### config.mk
export PLATFORM = sky130hd
export DESIGN_NAME = nc_core
export DESIGN_NICKNAME = d
export VERILOG_FILES = /design/src/include/nc_pkg.sv /design/src/design/nc_sync2.sv /design/src/design/nc_digit_ram.sv /design/src/design/nc_core.sv
export SDC_FILE = /design/constraint.sdc
export NUM_CORES = 1
export LEC_CHECK = 0
export BUFFER_PORTS_ARGS = -buffer_cell sky130_fd_sc_hd__buf_2
export CAP_MARGIN = 20
export CELL_PAD_IN_SITES_DETAIL_PLACEMENT = 0
export CELL_PAD_IN_SITES_GLOBAL_PLACEMENT = 2
export CORE_MARGIN = 2
export CORE_UTILIZATION = 38
export CTS_CLUSTER_DIAMETER = 100
export DETAILED_ROUTE_END_ITERATION = 10
export GPL_ROUTABILITY_DRIVEN = 0
export PLACE_DENSITY_LB_ADDON = 0.25
export REMOVE_ABC_BUFFERS = 1
export SETUP_SLACK_MARGIN = 0.4
export SYNTH_ARGS = -nofsm -noshare
export SYNTH_HDL_FRONTEND = slang
export SYNTH_SLANG_ARGS = --single-unit
### constraint.sdc
create_clock -name clk_i -period 5.6 [get_ports clk_i]
set_input_delay 0.84 -clock clk_i [delete_from_list [all_inputs] [get_ports clk_i]]
set_output_delay 0.84 -clock clk_i [all_outputs]
set_load 0.005 [all_outputs]
### src/include/nc_pkg.sv
// shared constants and types for the nibble core
package nc_pkg;
  // wishbone register byte offsets
  localparam logic [3:0] REG_CMD   = 4'h0;
  localparam logic [3:0] REG_STATE = 4'h4;
  localparam logic [3:0] REG_PORTS = 4'h8;
  localparam logic [3:0] REG_PROG  = 4'hc;
  // command word fields
  localparam int CMD_OP_LSB  = 0;
  localparam int CMD_IMM_LSB = 8;
  localparam int PROG_PC_LSB = 0;
  // instruction cycle dividers for the two oscillator builds
  localparam logic [3:0] DIV_RES    = 4'h8;
  localparam logic [3:0] DIV_RC     = 4'h4;
  localparam logic [3:0] SAMPLE_PH  = 4'h1;
  localparam logic [1:0] RESET_HOLD = 2'h3;
  // fixed exchange location and pointer limits
  localparam logic [1:0] FIXED_ROW   = 2'h3;
  localparam logic [3:0] FIXED_DIGIT = 4'hf;
  localparam logic [3:0] DP_MAX      = 4'hf;
  localparam logic [3:0] DP_MIN      = 4'h0;
  // feature control bit positions
  localparam int FEAT_CNT    = 0;
  localparam int FEAT_UNUSED = 1;
  localparam int FEAT_DRV    = 2;
  localparam int FEAT_SO     = 3;
  localparam logic LATCH_INIT = 1'b1;

  typedef enum logic [3:0] {
    OP_NOP  = 4'h0,
    OP_ADC  = 4'h1,
    OP_AISC = 4'h2,
    OP_XOR  = 4'h3,
    OP_XCH  = 4'h4,
    OP_XIS  = 4'h5,
    OP_XDS  = 4'h6,
    OP_XAD  = 4'h7,
    OP_CAB  = 4'h8,
    OP_LBI  = 4'h9,
    OP_CAMQ = 4'ha,
    OP_LQ   = 4'hb,
    OP_INL  = 4'hc,
    OP_XAS  = 4'hd,
    OP_LEI  = 4'he,
    OP_OMG  = 4'hf
  } nc_op_e;
endpackage : nc_pkg

### src/design/nc_sync2.sv
// two-flop synchroniser for pin inputs
`timescale 1ns/1ps
module nc_sync2 #(
  parameter int W = 1
) (
  input  wire logic         clk_i,
  input  wire logic         rst_i,
  input  wire logic [W-1:0] d_i,
  output logic      [W-1:0] q_o
);
  logic [W-1:0] meta_reg;
  logic [W-1:0] sync_reg;

  always_ff @(posedge clk_i) begin
    if (rst_i) begin
      meta_reg <= '0;
      sync_reg <= '0;
    end else begin
      meta_reg <= d_i;
      sync_reg <= meta_reg;
    end
  end

  assign q_o = sync_reg;
endmodule : nc_sync2

### src/design/nc_digit_ram.sv
// 4 rows by 8 digits of nibble storage, not cleared by reset
`timescale 1ns/1ps
module nc_digit_ram (
  input  wire logic       clk_i,
  input  wire logic [4:0] addr_i,
  input  wire logic       we_i,
  input  wire logic [3:0] wdata_i,
  output logic      [3:0] rdata_o
);
  logic [3:0] mem [0:31];

  always_ff @(posedge clk_i) begin
    if (we_i) begin
      mem[addr_i] <= wdata_i;
    end
  end

  assign rdata_o = mem[addr_i];
endmodule : nc_digit_ram

### src/design/nc_core.sv
// nibble core datapath, ports, serial unit and program fetch
`timescale 1ns/1ps
// Functional notes
// - 128-bit RAM as 4 rows of 8 digits, row and low digit bits
// - top digit pointer bit ignored, each digit has two pointer aliases
// - increment/decrement exchange skips on 0/15 wrap, not on 7/8
// - fixed exchange reaches row 3 digit 15 whatever the pointer
// - accumulator loads pointer, feeds port latch, reads port, swaps shifter
// - 4-bit adder result to accumulator, carry out to carry flag
// - four-bit port register drives four bidirectional pins
// - port latch loads from RAM and accumulator or program byte
// - eight-bit port pins read into accumulator and RAM digit
// - accumulator/shifter swap copies carry into clock latch
// - feature register written only by load immediate; bit 1 inert
// - counter mode decrements per serial input fall; pulses two cycles wide
// - shift mode shifts left each cycle, serial input into LSB
// - counter mode: serial out follows enable; shift mode: MSB out
// - shift mode with enable clear holds serial out low, shifting continues
// - serial clock is latch in counter mode, latch AND cycle clock otherwise
// - drive bit enables port drivers; clear puts pins in high impedance
// - reset pin low three instruction cycles initializes the device
// - init clears pc, acc, pointer, carry, features, port; sets sync clock
// - address phase drives next address; latch on flag fall
// - data phase memory drives byte; flag one cycle, half duty
// - cycle rate is resonator over 8 or RC over 4
// - 9-bit program counter steps each cycle unless control transfers
module nc_core
  import nc_pkg::*;
#(
  parameter bit RC_BUILD = 1'b0
) (
  input  wire logic        clk_i,
  input  wire logic        rst_i,
  input  wire logic        wb_cyc_i,
  input  wire logic        wb_stb_i,
  input  wire logic        wb_we_i,
  input  wire logic [3:0]  wb_adr_i,
  input  wire logic [3:0]  wb_sel_i,
  input  wire logic [31:0] wb_dat_i,
  output logic      [31:0] wb_dat_o,
  output logic             wb_ack_o,
  input  wire logic        reset_n_i,
  input  wire logic        serial_in_i,
  output logic             serial_out_o,
  output logic             serial_clock_out_o,
  input  wire logic [7:0]  program_bus_i,
  output logic      [7:0]  program_bus_o,
  output logic      [7:0]  program_bus_oe_o,
  output logic             program_addr_msb_o,
  output logic             addr_phase_o,
  input  wire logic [7:0]  port8_i,
  output logic      [7:0]  port8_o,
  output logic      [7:0]  port8_oe_o,
  input  wire logic [3:0]  gport_i,
  output logic      [3:0]  gport_o,
  output logic      [3:0]  gport_oe_o
);
  localparam logic [3:0] DIV  = RC_BUILD ? DIV_RC : DIV_RES;
  localparam logic [3:0] HALF = DIV >> 1;

  logic [3:0] phase_reg;
  logic       inst_clk;
  logic       cycle_end;
  logic       reset_n_s;
  logic       serial_in_s;
  logic [7:0] port8_s;
  logic [3:0] gport_s;
  logic [7:0] bus_s;
  logic [1:0] hold_reg;
  logic       pin_init;
  logic       init;
  logic       ack_reg;
  logic       wr_go;
  logic       cmd_go;
  logic       jump_go;
  nc_op_e     op;
  logic [7:0] imm;
  logic [3:0] acc_reg;
  logic       carry_reg;
  logic       skip_reg;
  logic [1:0] row_reg;
  logic [3:0] dp_reg;
  logic [7:0] q_reg;
  logic [3:0] gport_reg;
  logic [3:0] feat_reg;
  logic [3:0] shift_reg;
  logic       latch_reg;
  logic       si_prev_reg;
  logic       si_fall;
  logic       so_reg;
  logic [8:0] pc_reg;
  logic [8:0] jump_addr_reg;
  logic       jump_pend_reg;
  logic [7:0] instr_reg;
  logic [31:0] rd_data_reg;
  logic [4:0] ram_addr;
  logic       ram_we;
  logic [3:0] ram_wd;
  logic [3:0] ram_rd;
  logic [4:0] sum_mem;
  logic [4:0] sum_imm;
  logic       is_swap;

  // instruction cycle: high half is address phase
  always_ff @(posedge clk_i) begin
    if (rst_i || cycle_end) begin
      phase_reg <= 4'h0;
    end else begin
      phase_reg <= phase_reg + 4'h1;
    end
  end

  assign cycle_end = (phase_reg == DIV - 4'h1);
  assign inst_clk  = (phase_reg < HALF);

  nc_sync2 #(
    .W(22)
  ) u_sync (
    .clk_i (clk_i),
    .rst_i (rst_i),
    .d_i   ({reset_n_i, serial_in_i, port8_i, gport_i, program_bus_i}),
    .q_o   ({reset_n_s, serial_in_s, port8_s, gport_s, bus_s})
  );

  // reset pin must stay low for whole instruction cycles before acting
  always_ff @(posedge clk_i) begin
    if (rst_i || reset_n_s) begin
      hold_reg <= 2'h0;
    end else if (cycle_end && hold_reg != RESET_HOLD) begin
      hold_reg <= hold_reg + 2'h1;
    end
  end

  assign pin_init = (hold_reg == RESET_HOLD);
  assign init     = rst_i | pin_init;

  // wishbone slave, one wait state, unmapped offsets read zero
  always_ff @(posedge clk_i) begin
    if (rst_i) begin
      ack_reg <= 1'b0;
    end else begin
      ack_reg <= wb_cyc_i & wb_stb_i & ~ack_reg;
    end
  end

  assign wb_ack_o = ack_reg;
  assign wr_go    = ack_reg & wb_cyc_i & wb_stb_i & wb_we_i;
  assign cmd_go   = wr_go & (wb_adr_i == REG_CMD) & (&wb_sel_i[1:0]);
  assign jump_go  = wr_go & (wb_adr_i == REG_PROG) & (&wb_sel_i[1:0]);
  assign op       = nc_op_e'(wb_dat_i[CMD_OP_LSB +: 4]);
  assign imm      = wb_dat_i[CMD_IMM_LSB +: 8];
  assign is_swap  = cmd_go && (op == OP_XAS);

  always_ff @(posedge clk_i) begin
    if (rst_i) begin
      rd_data_reg <= 32'h0000_0000;
    end else if (wb_cyc_i && wb_stb_i && !ack_reg && !wb_we_i) begin
      case (wb_adr_i)
        REG_STATE: rd_data_reg <= {8'h00, feat_reg, 1'b0, latch_reg, skip_reg,
                                   carry_reg, 2'h0, row_reg, dp_reg, shift_reg, acc_reg};
        REG_PORTS: rd_data_reg <= {port8_s, 4'h0, gport_s, 4'h0, gport_reg, q_reg};
        REG_PROG:  rd_data_reg <= {8'h00, instr_reg, 7'h00, pc_reg};
        default:   rd_data_reg <= 32'h0000_0000;
      endcase
    end
  end

  assign wb_dat_o = rd_data_reg;

  // data memory addressing, pointer bit 3 never reaches the array
  always_comb begin
    ram_addr = {row_reg, dp_reg[2:0]};
    ram_we   = 1'b0;
    ram_wd   = acc_reg;
    if (cmd_go) begin
      case (op)
        OP_XAD: begin
          ram_addr = {FIXED_ROW, FIXED_DIGIT[2:0]};
          ram_we   = 1'b1;
        end
        OP_XCH, OP_XIS, OP_XDS: ram_we = 1'b1;
        OP_INL: begin
          ram_we = 1'b1;
          ram_wd = port8_s[7:4];
        end
        default: ram_we = 1'b0;
      endcase
    end
  end

  nc_digit_ram u_ram (
    .clk_i   (clk_i),
    .addr_i  (ram_addr),
    .we_i    (ram_we),
    .wdata_i (ram_wd),
    .rdata_o (ram_rd)
  );

  assign sum_mem = {1'b0, acc_reg} + {1'b0, ram_rd} + {4'h0, carry_reg};
  assign sum_imm = {1'b0, acc_reg} + {1'b0, imm[3:0]};

  always_ff @(posedge clk_i) begin
    if (init) begin
      acc_reg <= 4'h0;
    end else if (cmd_go) begin
      case (op)
        OP_ADC:  acc_reg <= sum_mem[3:0];
        OP_AISC: acc_reg <= sum_imm[3:0];
        OP_XOR:  acc_reg <= acc_reg ^ ram_rd;
        OP_XCH, OP_XIS, OP_XDS, OP_XAD: acc_reg <= ram_rd;
        OP_INL:  acc_reg <= port8_s[3:0];
        OP_XAS:  acc_reg <= shift_reg;
        default: acc_reg <= acc_reg;
      endcase
    end
  end

  always_ff @(posedge clk_i) begin
    if (init) begin
      carry_reg <= 1'b0;
    end else if (cmd_go && op == OP_ADC) begin
      carry_reg <= sum_mem[4];
    end
  end

  // skip result of the latest command, read back in the state word
  always_ff @(posedge clk_i) begin
    if (rst_i) begin
      skip_reg <= 1'b0;
    end else if (cmd_go) begin
      case (op)
        OP_ADC:  skip_reg <= sum_mem[4];
        OP_AISC: skip_reg <= sum_imm[4];
        OP_XIS:  skip_reg <= (dp_reg == DP_MAX);
        OP_XDS:  skip_reg <= (dp_reg == DP_MIN);
        default: skip_reg <= 1'b0;
      endcase
    end
  end

  always_ff @(posedge clk_i) begin
    if (init) begin
      row_reg <= 2'h0;
      dp_reg  <= 4'h0;
    end else if (cmd_go) begin
      case (op)
        OP_XCH: row_reg <= row_reg ^ imm[1:0];
        OP_XIS: begin
          row_reg <= row_reg ^ imm[1:0];
          dp_reg  <= dp_reg + 4'h1;
        end
        OP_XDS: begin
          row_reg <= row_reg ^ imm[1:0];
          dp_reg  <= dp_reg - 4'h1;
        end
        OP_CAB:  dp_reg <= acc_reg;
        OP_LBI:  {row_reg, dp_reg} <= imm[5:0];
        default: dp_reg <= dp_reg;
      endcase
    end
  end

  // port latch, four-bit port and feature bits
  always_ff @(posedge clk_i) begin
    if (rst_i) begin
      q_reg <= 8'h00;
    end else if (cmd_go && op == OP_CAMQ) begin
      q_reg <= {acc_reg, ram_rd};
    end else if (cmd_go && op == OP_LQ) begin
      q_reg <= instr_reg;
    end
  end

  always_ff @(posedge clk_i) begin
    if (init) begin
      gport_reg <= 4'h0;
    end else if (cmd_go && op == OP_OMG) begin
      gport_reg <= ram_rd;
    end
  end

  // only the load command writes features; bit 1 steers nothing
  always_ff @(posedge clk_i) begin
    if (init) begin
      feat_reg <= 4'h0;
    end else if (cmd_go && op == OP_LEI) begin
      feat_reg <= imm[3:0];
    end
  end

  assign gport_o    = gport_reg;
  assign gport_oe_o = 4'hf;
  assign port8_o    = q_reg;
  assign port8_oe_o = {8{feat_reg[FEAT_DRV]}};

  // serial unit: shifter or down counter
  assign si_fall = si_prev_reg & ~serial_in_s;

  always_ff @(posedge clk_i) begin
    if (rst_i) begin
      si_prev_reg <= 1'b0;
    end else begin
      si_prev_reg <= serial_in_s;
    end
  end

  // swap wins over a count or shift in the same cycle
  always_ff @(posedge clk_i) begin
    if (rst_i) begin
      shift_reg <= 4'h0;
    end else if (is_swap) begin
      shift_reg <= acc_reg;
    end else if (feat_reg[FEAT_CNT]) begin
      if (si_fall) begin
        shift_reg <= shift_reg - 4'h1;
      end
    end else if (cycle_end) begin
      shift_reg <= {shift_reg[2:0], serial_in_s};
    end
  end

  always_ff @(posedge clk_i) begin
    if (init) begin
      latch_reg <= LATCH_INIT;
    end else if (is_swap) begin
      latch_reg <= carry_reg;
    end
  end

  always_ff @(posedge clk_i) begin
    if (rst_i) begin
      so_reg <= 1'b0;
    end else if (feat_reg[FEAT_CNT]) begin
      so_reg <= feat_reg[FEAT_SO];
    end else begin
      so_reg <= feat_reg[FEAT_SO] & shift_reg[3];
    end
  end

  assign serial_out_o = so_reg;
  // gated clock is only an output, nothing here runs on it
  assign serial_clock_out_o = feat_reg[FEAT_CNT] ? latch_reg
                                                 : (latch_reg & inst_clk);

  // program fetch: address phase drives pc, byte captured after data phase
  always_ff @(posedge clk_i) begin
    if (rst_i) begin
      jump_pend_reg <= 1'b0;
      jump_addr_reg <= 9'h000;
    end else begin
      jump_pend_reg <= (jump_go | jump_pend_reg) & ~cycle_end;
      if (jump_go) begin
        jump_addr_reg <= wb_dat_i[PROG_PC_LSB +: 9];
      end
    end
  end

  always_ff @(posedge clk_i) begin
    if (init) begin
      pc_reg <= 9'h000;
    end else if (cycle_end) begin
      if (jump_go) begin
        pc_reg <= wb_dat_i[PROG_PC_LSB +: 9];
      end else if (jump_pend_reg) begin
        pc_reg <= jump_addr_reg;
      end else begin
        pc_reg <= pc_reg + 9'h001;
      end
    end
  end

  // synced bus lags two clocks, so the byte is taken early next cycle
  always_ff @(posedge clk_i) begin
    if (rst_i) begin
      instr_reg <= 8'h00;
    end else if (phase_reg == SAMPLE_PH) begin
      instr_reg <= bus_s;
    end
  end

  assign program_bus_o      = pc_reg[7:0];
  assign program_bus_oe_o   = {8{inst_clk}};
  assign program_addr_msb_o = pc_reg[8];
  assign addr_phase_o       = inst_clk;
endmodule : nc_core

==> reports/qor.txt, run 1 <==
Outcome: completed
Power, Total: 4350 uW
WHS Path Cells: 1
Setup TNS: 0 ns
HP Class: flop to flop
Syn Area/Cell: 10.5 um^2
CTS max path bufs: 3
Starting DRT DRC Count: 764
Non-Filler Instances: 1631
Yosys reg bits: 271
Largest register by flop count: u_ram.mem
H-Tree Depth: 1
Layout cells sized above 1: 19.4%
# Post-CTS Setup Buffers: 0
Commonest non-fill, non-tap cell in the layout: nor2_1
End-of-flow core utilization: 44.9%
Unique masters post-synth: 63
Main synth FF type: dfxtp_1
Final wirelength: 32900 um
Placed Cells: 1574
Row cnt: 64
Initial core utilization: 38.6%
Vias: 8748
IO Count: 144
Final hold violations: 0
Overflow after GRT: 0
Vias in the first global route: 8085
Post-synthesis cell area: 11800 um^2
Pre-CTS WS: 0.538 ns
Critical Path AT: 5.01 ns
Synthesized netlist cell count: 1126
Num CTS Buffers: 31
Port buffer count: 117
RSZ-0062 raised after global routing: no
Core Area: 30600 um^2
Initial antenna violation count: 0
Maximum vdd drop: 187 uV
Final Max Slew Viols: 0
Final antenna-violating net count: 0
Via/cell ratio: 5.36
Cts-stage hold buffer count: 0
Total clock sinks: 271
Antenna fix cells: 0
Die H: 180 um
CP peak stage delay: 0.69 ns
Post-DP HPWL: 21800 um
CP Cell Sequence: buf_2, or4_4, o41ai_4, buf_4, o22ai_1, o211ai_1, o2111ai_1, or4_1, inv_1, fa_1, inv_1, fa_1, nor2b_1, o21ai_0, nand2b_1, and2_1, o21ai_0, a311oi_1
Tcrit/Tclk final: 81.3%
Worst Path Buf+Inv: 4
Slowest CP cell: or4_1
Leakage: 0.00493 uW
Critical path depth in cells: 18
Tmin final: 4.55 ns
Clk slew on worst S/H paths: 0.06 ns
Root Buffer: clkbuf_16
Fill count: 2959
Die ar.: 32500 um^2
Post-route DRC: 0
Crit path max-delay family: simple AND/OR/NAND/NOR gates
Largest register FFs: 128
CP max FO: 16
Total GRT Usage: 19.8%
EDFF count, synth: 128
Wire length of the first global-routing pass: 50500 um
# resized after CTS: 0
Final setup fails: 0
Most frequent cells in the layout: nor2_1, dfxtp_1, edfxtp_1, buf_2, a21oi_1
Critical path endpoint category: flop
Sequential area share after synthesis: 56.8%
FF-to-FF path depth: 17
Die width: 180 um
WP data required: 6.06 ns
Final WS setup: 1.05 ns
Max Cap Viol: 0
Clock Latency Late Sink: 0.56 ns
Critical Path Start Type: input pin
Max transition margin: 50.5%
Number of warnings issued by yosys: 0
First drt pass iteration count: 7
R2r setup slk: 1.18 ns
Post-DR wirelength/cell: 20.2 um
Worst-margin pin slew: 0.738 ns
CTS tree: built
Final nets: 1297
Async set-reset flop share out of synthesis: 0%
Largest net degree at the start of global routing: 72
FMAX: 220 MHz
Layout Skew: 0.0153 ns
Area growth syn-to-layout: 16.2%
CP Class: input pin to flop
Cell Pwr Density: 317 nW/um^2
## cell usage after synthesis, types with 19 or more instances
cell type,number,area [um^2]
nand2_1,97,364
o21ai_0,33,165
clkbuf_1,56,210
o22ai_1,22,138
mux2_2,29,327
nand3_1,27,135
dfxtp_1,143,2860
nor3_1,22,110
buf_4,23,173
nor2b_1,55,344
a21oi_1,98,490
edfxtp_1,128,3840
nor2_1,150,563
mux2i_1,19,190
## where the power goes
group / switching, uW / internal, uW / leakage (uW)
logic: 82.0 / 45.7 / 0.00213
registers: 9.50 / 2070 / 0.00225
clock network: 799 / 1330 / 0.000548
total: 891 / 3460 / 0.00493
## layout make-up
cell class                      count  area, um^2  share of cell area (%)
Inverter                           18        67.6                   0.492
Clock inverter                     15         211                    1.54
Timing Repair Buffer              142         776                    5.65
Sequential cell                   271        6710                    48.9
Tap cell                          396         495                    3.61
Clock buffer                       42         887                    6.46
Multi-Input combinational cell    747        4580                    33.4
## layer usage
metal | share of wire, % | vias up | track usage [%]
met5 | 0 | - | 0
met4 | 1.2 | 0 | 3.45
met3 | 5.9 | 33 | 2.47
met2 | 42 | 255 | 28.9
met1 | 50 | 4237 | 31.6
li1 | - | 4223 | -
## per-stage QoR
stage	hold WS (ns)	area, um^2
3_5_place_dp	0.423	12600
6_report	0.427	13700
2_1_floorplan	0.397	11400
4_1_cts	0.429	13700
5_1_grt	0.439	13700
3_3_place_gp	0.415	12600
## kinds of logic after synthesis
group                    Yosys count  synth area share [%]
AO/OA/AOI/OAI                    258                  14.0
XOR/XNOR                          15                  1.11
AND/OR/NAND/NOR                  394                  15.6
flip-flops                       271                  56.8
adder cells (fa/ha/maj)           20                  2.35
buffers and inverters            112                  4.59
other                              2                0.0636
multiplexers                      54                  5.52
## worst reg2reg max path, stage by stage (launching register included)
cell and delay, ns:
dfxtp_1 0.38, nand4_1 0.36, o41ai_4 0.43, buf_4 0.30, o22ai_1 0.14, o211ai_1 0.27, o2111ai_1 0.14, or4_1 0.69
inv_1 0.16, fa_1 0.20, inv_1 0.06, fa_1 0.40, nor2b_1 0.12, o21ai_0 0.08, nand2b_1 0.09, and2_1 0.12
o21ai_0 0.07, a311oi_1 0.30
## worst paths after layout
kind | from | endpoint
max | wb_adr_i[1] | skip_reg
min reg2reg | u_sync.q_o[21] | hold_reg[0]
min | u_sync.q_o[21] | hold_reg[0]
max reg2reg | wb_ack_o | skip_reg
No activity file was read; power rests on OpenSTA's default activity.
==> run 2: changes to the inputs <==
- ABC_AREA: unset -> 1
- CORE_UTILIZATION: 38 -> 32
- clock period: 5.6 -> 3.91 ns (I/O delays scaled with it)
==> reports/qor.txt, run 2 <==
IO Count: 144
H-Tree Depth: 1
Most frequent cells in the layout: nand2_1, inv_1, nor2_1, dfxtp_1, edfxtp_1
Final setup fails: 0
Via/cell ratio: 4.56
Synth cell count leaders: nand2_1, inv_1, nor2_1
EDFF count, synth: 128
Initial antenna violation count: 0
Num CTS Buffers: 31
Number of warnings issued by yosys: 0
Final wirelength: 35500 um
Final Max Slew Viols: 0
Top-area cell type share of the netlist area: 31.4%
Synthesized netlist cell count: 1438
Commonest non-fill, non-tap cell in the layout: nand2_1
Yosys reg bits: 271
Fill count: 3957
# resized after CTS: 0
Layout cells sized above 1: 16.4%
Die width: 200 um
Starting DRT DRC Count: 552
Outcome: completed
CP Class: flop to flop
Max Cap Viol: 0
Yosys top cell by area: edfxtp_1
Largest net degree at the start of global routing: 54
Total clock sinks: 271
# Post-CTS Setup Buffers: 0
Post-synthesis cell area: 12200 um^2
Worst-margin pin slew: 0.951 ns
Maximum vdd drop: 224 uV
CP peak stage delay: 0.38 ns
Overflow after GRT: 0
Vias: 9632
Async set-reset flop share out of synthesis: 0%
Crit path max-delay family: simple AND/OR/NAND/NOR gates
Unique masters post-synth: 49
Leakage: 0.00632 uW
Cts-stage hold buffer count: 0
Post-DP HPWL: 25500 um
Final WS setup: 0.622 ns
Root Buffer: clkbuf_16
Setup TNS: 0 ns
Post-DR wirelength/cell: 16.8 um
Port buffer count: 117
RSZ-0062 raised after global routing: yes
CTS max path bufs: 3
Largest register FFs: 128
Final hold violations: 0
Clk slew on worst S/H paths: 0.06 ns
Critical path endpoint category: flop
Die ar.: 39800 um^2
Post-DP Area: 13500 um^2
CP max FO: 18
Worst Path Buf+Inv: 4
HP Class: input pin to flop
Initial core utilization: 32.5%
Syn Area/Cell: 8.51 um^2
Min Hold Slack: 0.219 ns
Largest register by flop count: u_ram.mem
Antenna fix cells: 0
Die H: 200 um
CP Cell Sequence: nand3_1, nor2_4, nand3_4, buf_4, nand2_8, nor2_1, a21oi_2, nand2_1, nand2_1, nand2_1, nor2_1, nand2_1, inv_1, fa_1, inv_1, fa_1, buf_4, xor2_1, a21oi_1, nand2_1, a21oi_1
Critical Path Start Type: flop
Tcrit/Tclk final: 84.1%
Main synth FF type: dfxtp_1
Total GRT Usage: 18.0%
Clock Latency Late Sink: 0.57 ns
Core Area: 37700 um^2
Area growth syn-to-layout: 19.4%
WP data required: 4.40 ns
Pre-CTS WS: 0.131 ns
Row cnt: 71
Sequential area share after synthesis: 54.8%
Tmin final: 3.29 ns
Slowest CP cell: fa_1
Final antenna-violating net count: 0
Critical Path AT: 3.78 ns
Cell Pwr Density: 420 nW/um^2
Post-route DRC: 0
Final nets: 1661
R2r setup slk: 0.62 ns
Post-route cell area: 14600 um^2
CTS tree: built
Layout Skew: 0.0147 ns
FMAX: 304 MHz
Max transition margin: 36.3%
Most common cell in the netlist: nand2_1
Most used cell, CP: nand2_1
Vias in the first global route: 9260
Wire length of the first global-routing pass: 54100 um
Top cells by area, synth: edfxtp_1, dfxtp_1, nand2_1, inv_1, nor2_1
First drt pass iteration count: 5
-- run 2: final cells by class --
class / count / area (um^2) / share of cell area, %
flip-flops and latches: 271 / 6710 / 45.9
clock inverters: 19 / 214 / 1.46
repair buffers: 169 / 1010 / 6.92
multi-input cells: 858 / 4300 / 29.4
well taps: 511 / 639 / 4.37
inverters: 244 / 916 / 6.27
clock buffers: 38 / 832 / 5.69
-- run 2: cells by family (layout without fill, tap and decap cells) --
group / count (synthesis) / count (layout) / synth area share (%)
and+or+nand+nor: 559 / 559 / 19.2
buffers and inverters: 313 / 470 / 10.7
xor gates and xnor gates: 16 / 16 / 1.14
other: 2 / 6 / 0.0613
adders and majority gates: 19 / 19 / 2.19
AOI/OAI and AO/OA: 258 / 258 / 11.9
DFF: 271 / 271 / 54.8
-- run 2: report_power, final --
group	internal, uW	switching [uW]	leakage (uW)
clock network	1770	1180	0.000513
registers	2980	15.4	0.00205
logic	63.1	131	0.00376
total	4810	1320	0.00632
-- run 2: path summary, 6_finish.rpt --
kind | start | endpoint | cells past startpoint
worst max-delay path | wb_ack_o | acc_reg[2] | 21
worst min-delay path | port8_i[2] | u_sync.meta_reg[14] | 3
worst max register to register | wb_ack_o | acc_reg[2] | 21
worst min register to register | u_sync.meta_reg[4] | u_sync.q_o[4] | 2
-- run 2: tightest hold or removal path, stage by stage --
cell    delay [ns]
buf_2         0.07
inv_1         0.03
nor2_1        0.06
-- run 2: metal layers --
layer / vias up / part of all wire [%] / global-route usage (%)
li1: 4905 / - / -
met1: 4513 / 50 / 26.4
met4: 0 / 1.3 / 3.57
met5: - / 0 / 0
met2: 182 / 45 / 28.3
met3: 32 / 4.2 / 2.50
-- run 2: through the flow --
| step | instances | utilization [%] | power (uW) |
|---|---|---|---|
| finish | 2110 | 38.8 | 6140 |
| global route | 2110 | 38.8 | 6350 |
| CTS | 2109 | 38.7 | 6210 |
| detailed placement | 2052 | 35.9 | 3250 |
| global placement | 2052 | 35.9 | 3250 |
| floorplan | 1373 | - | 3140 |
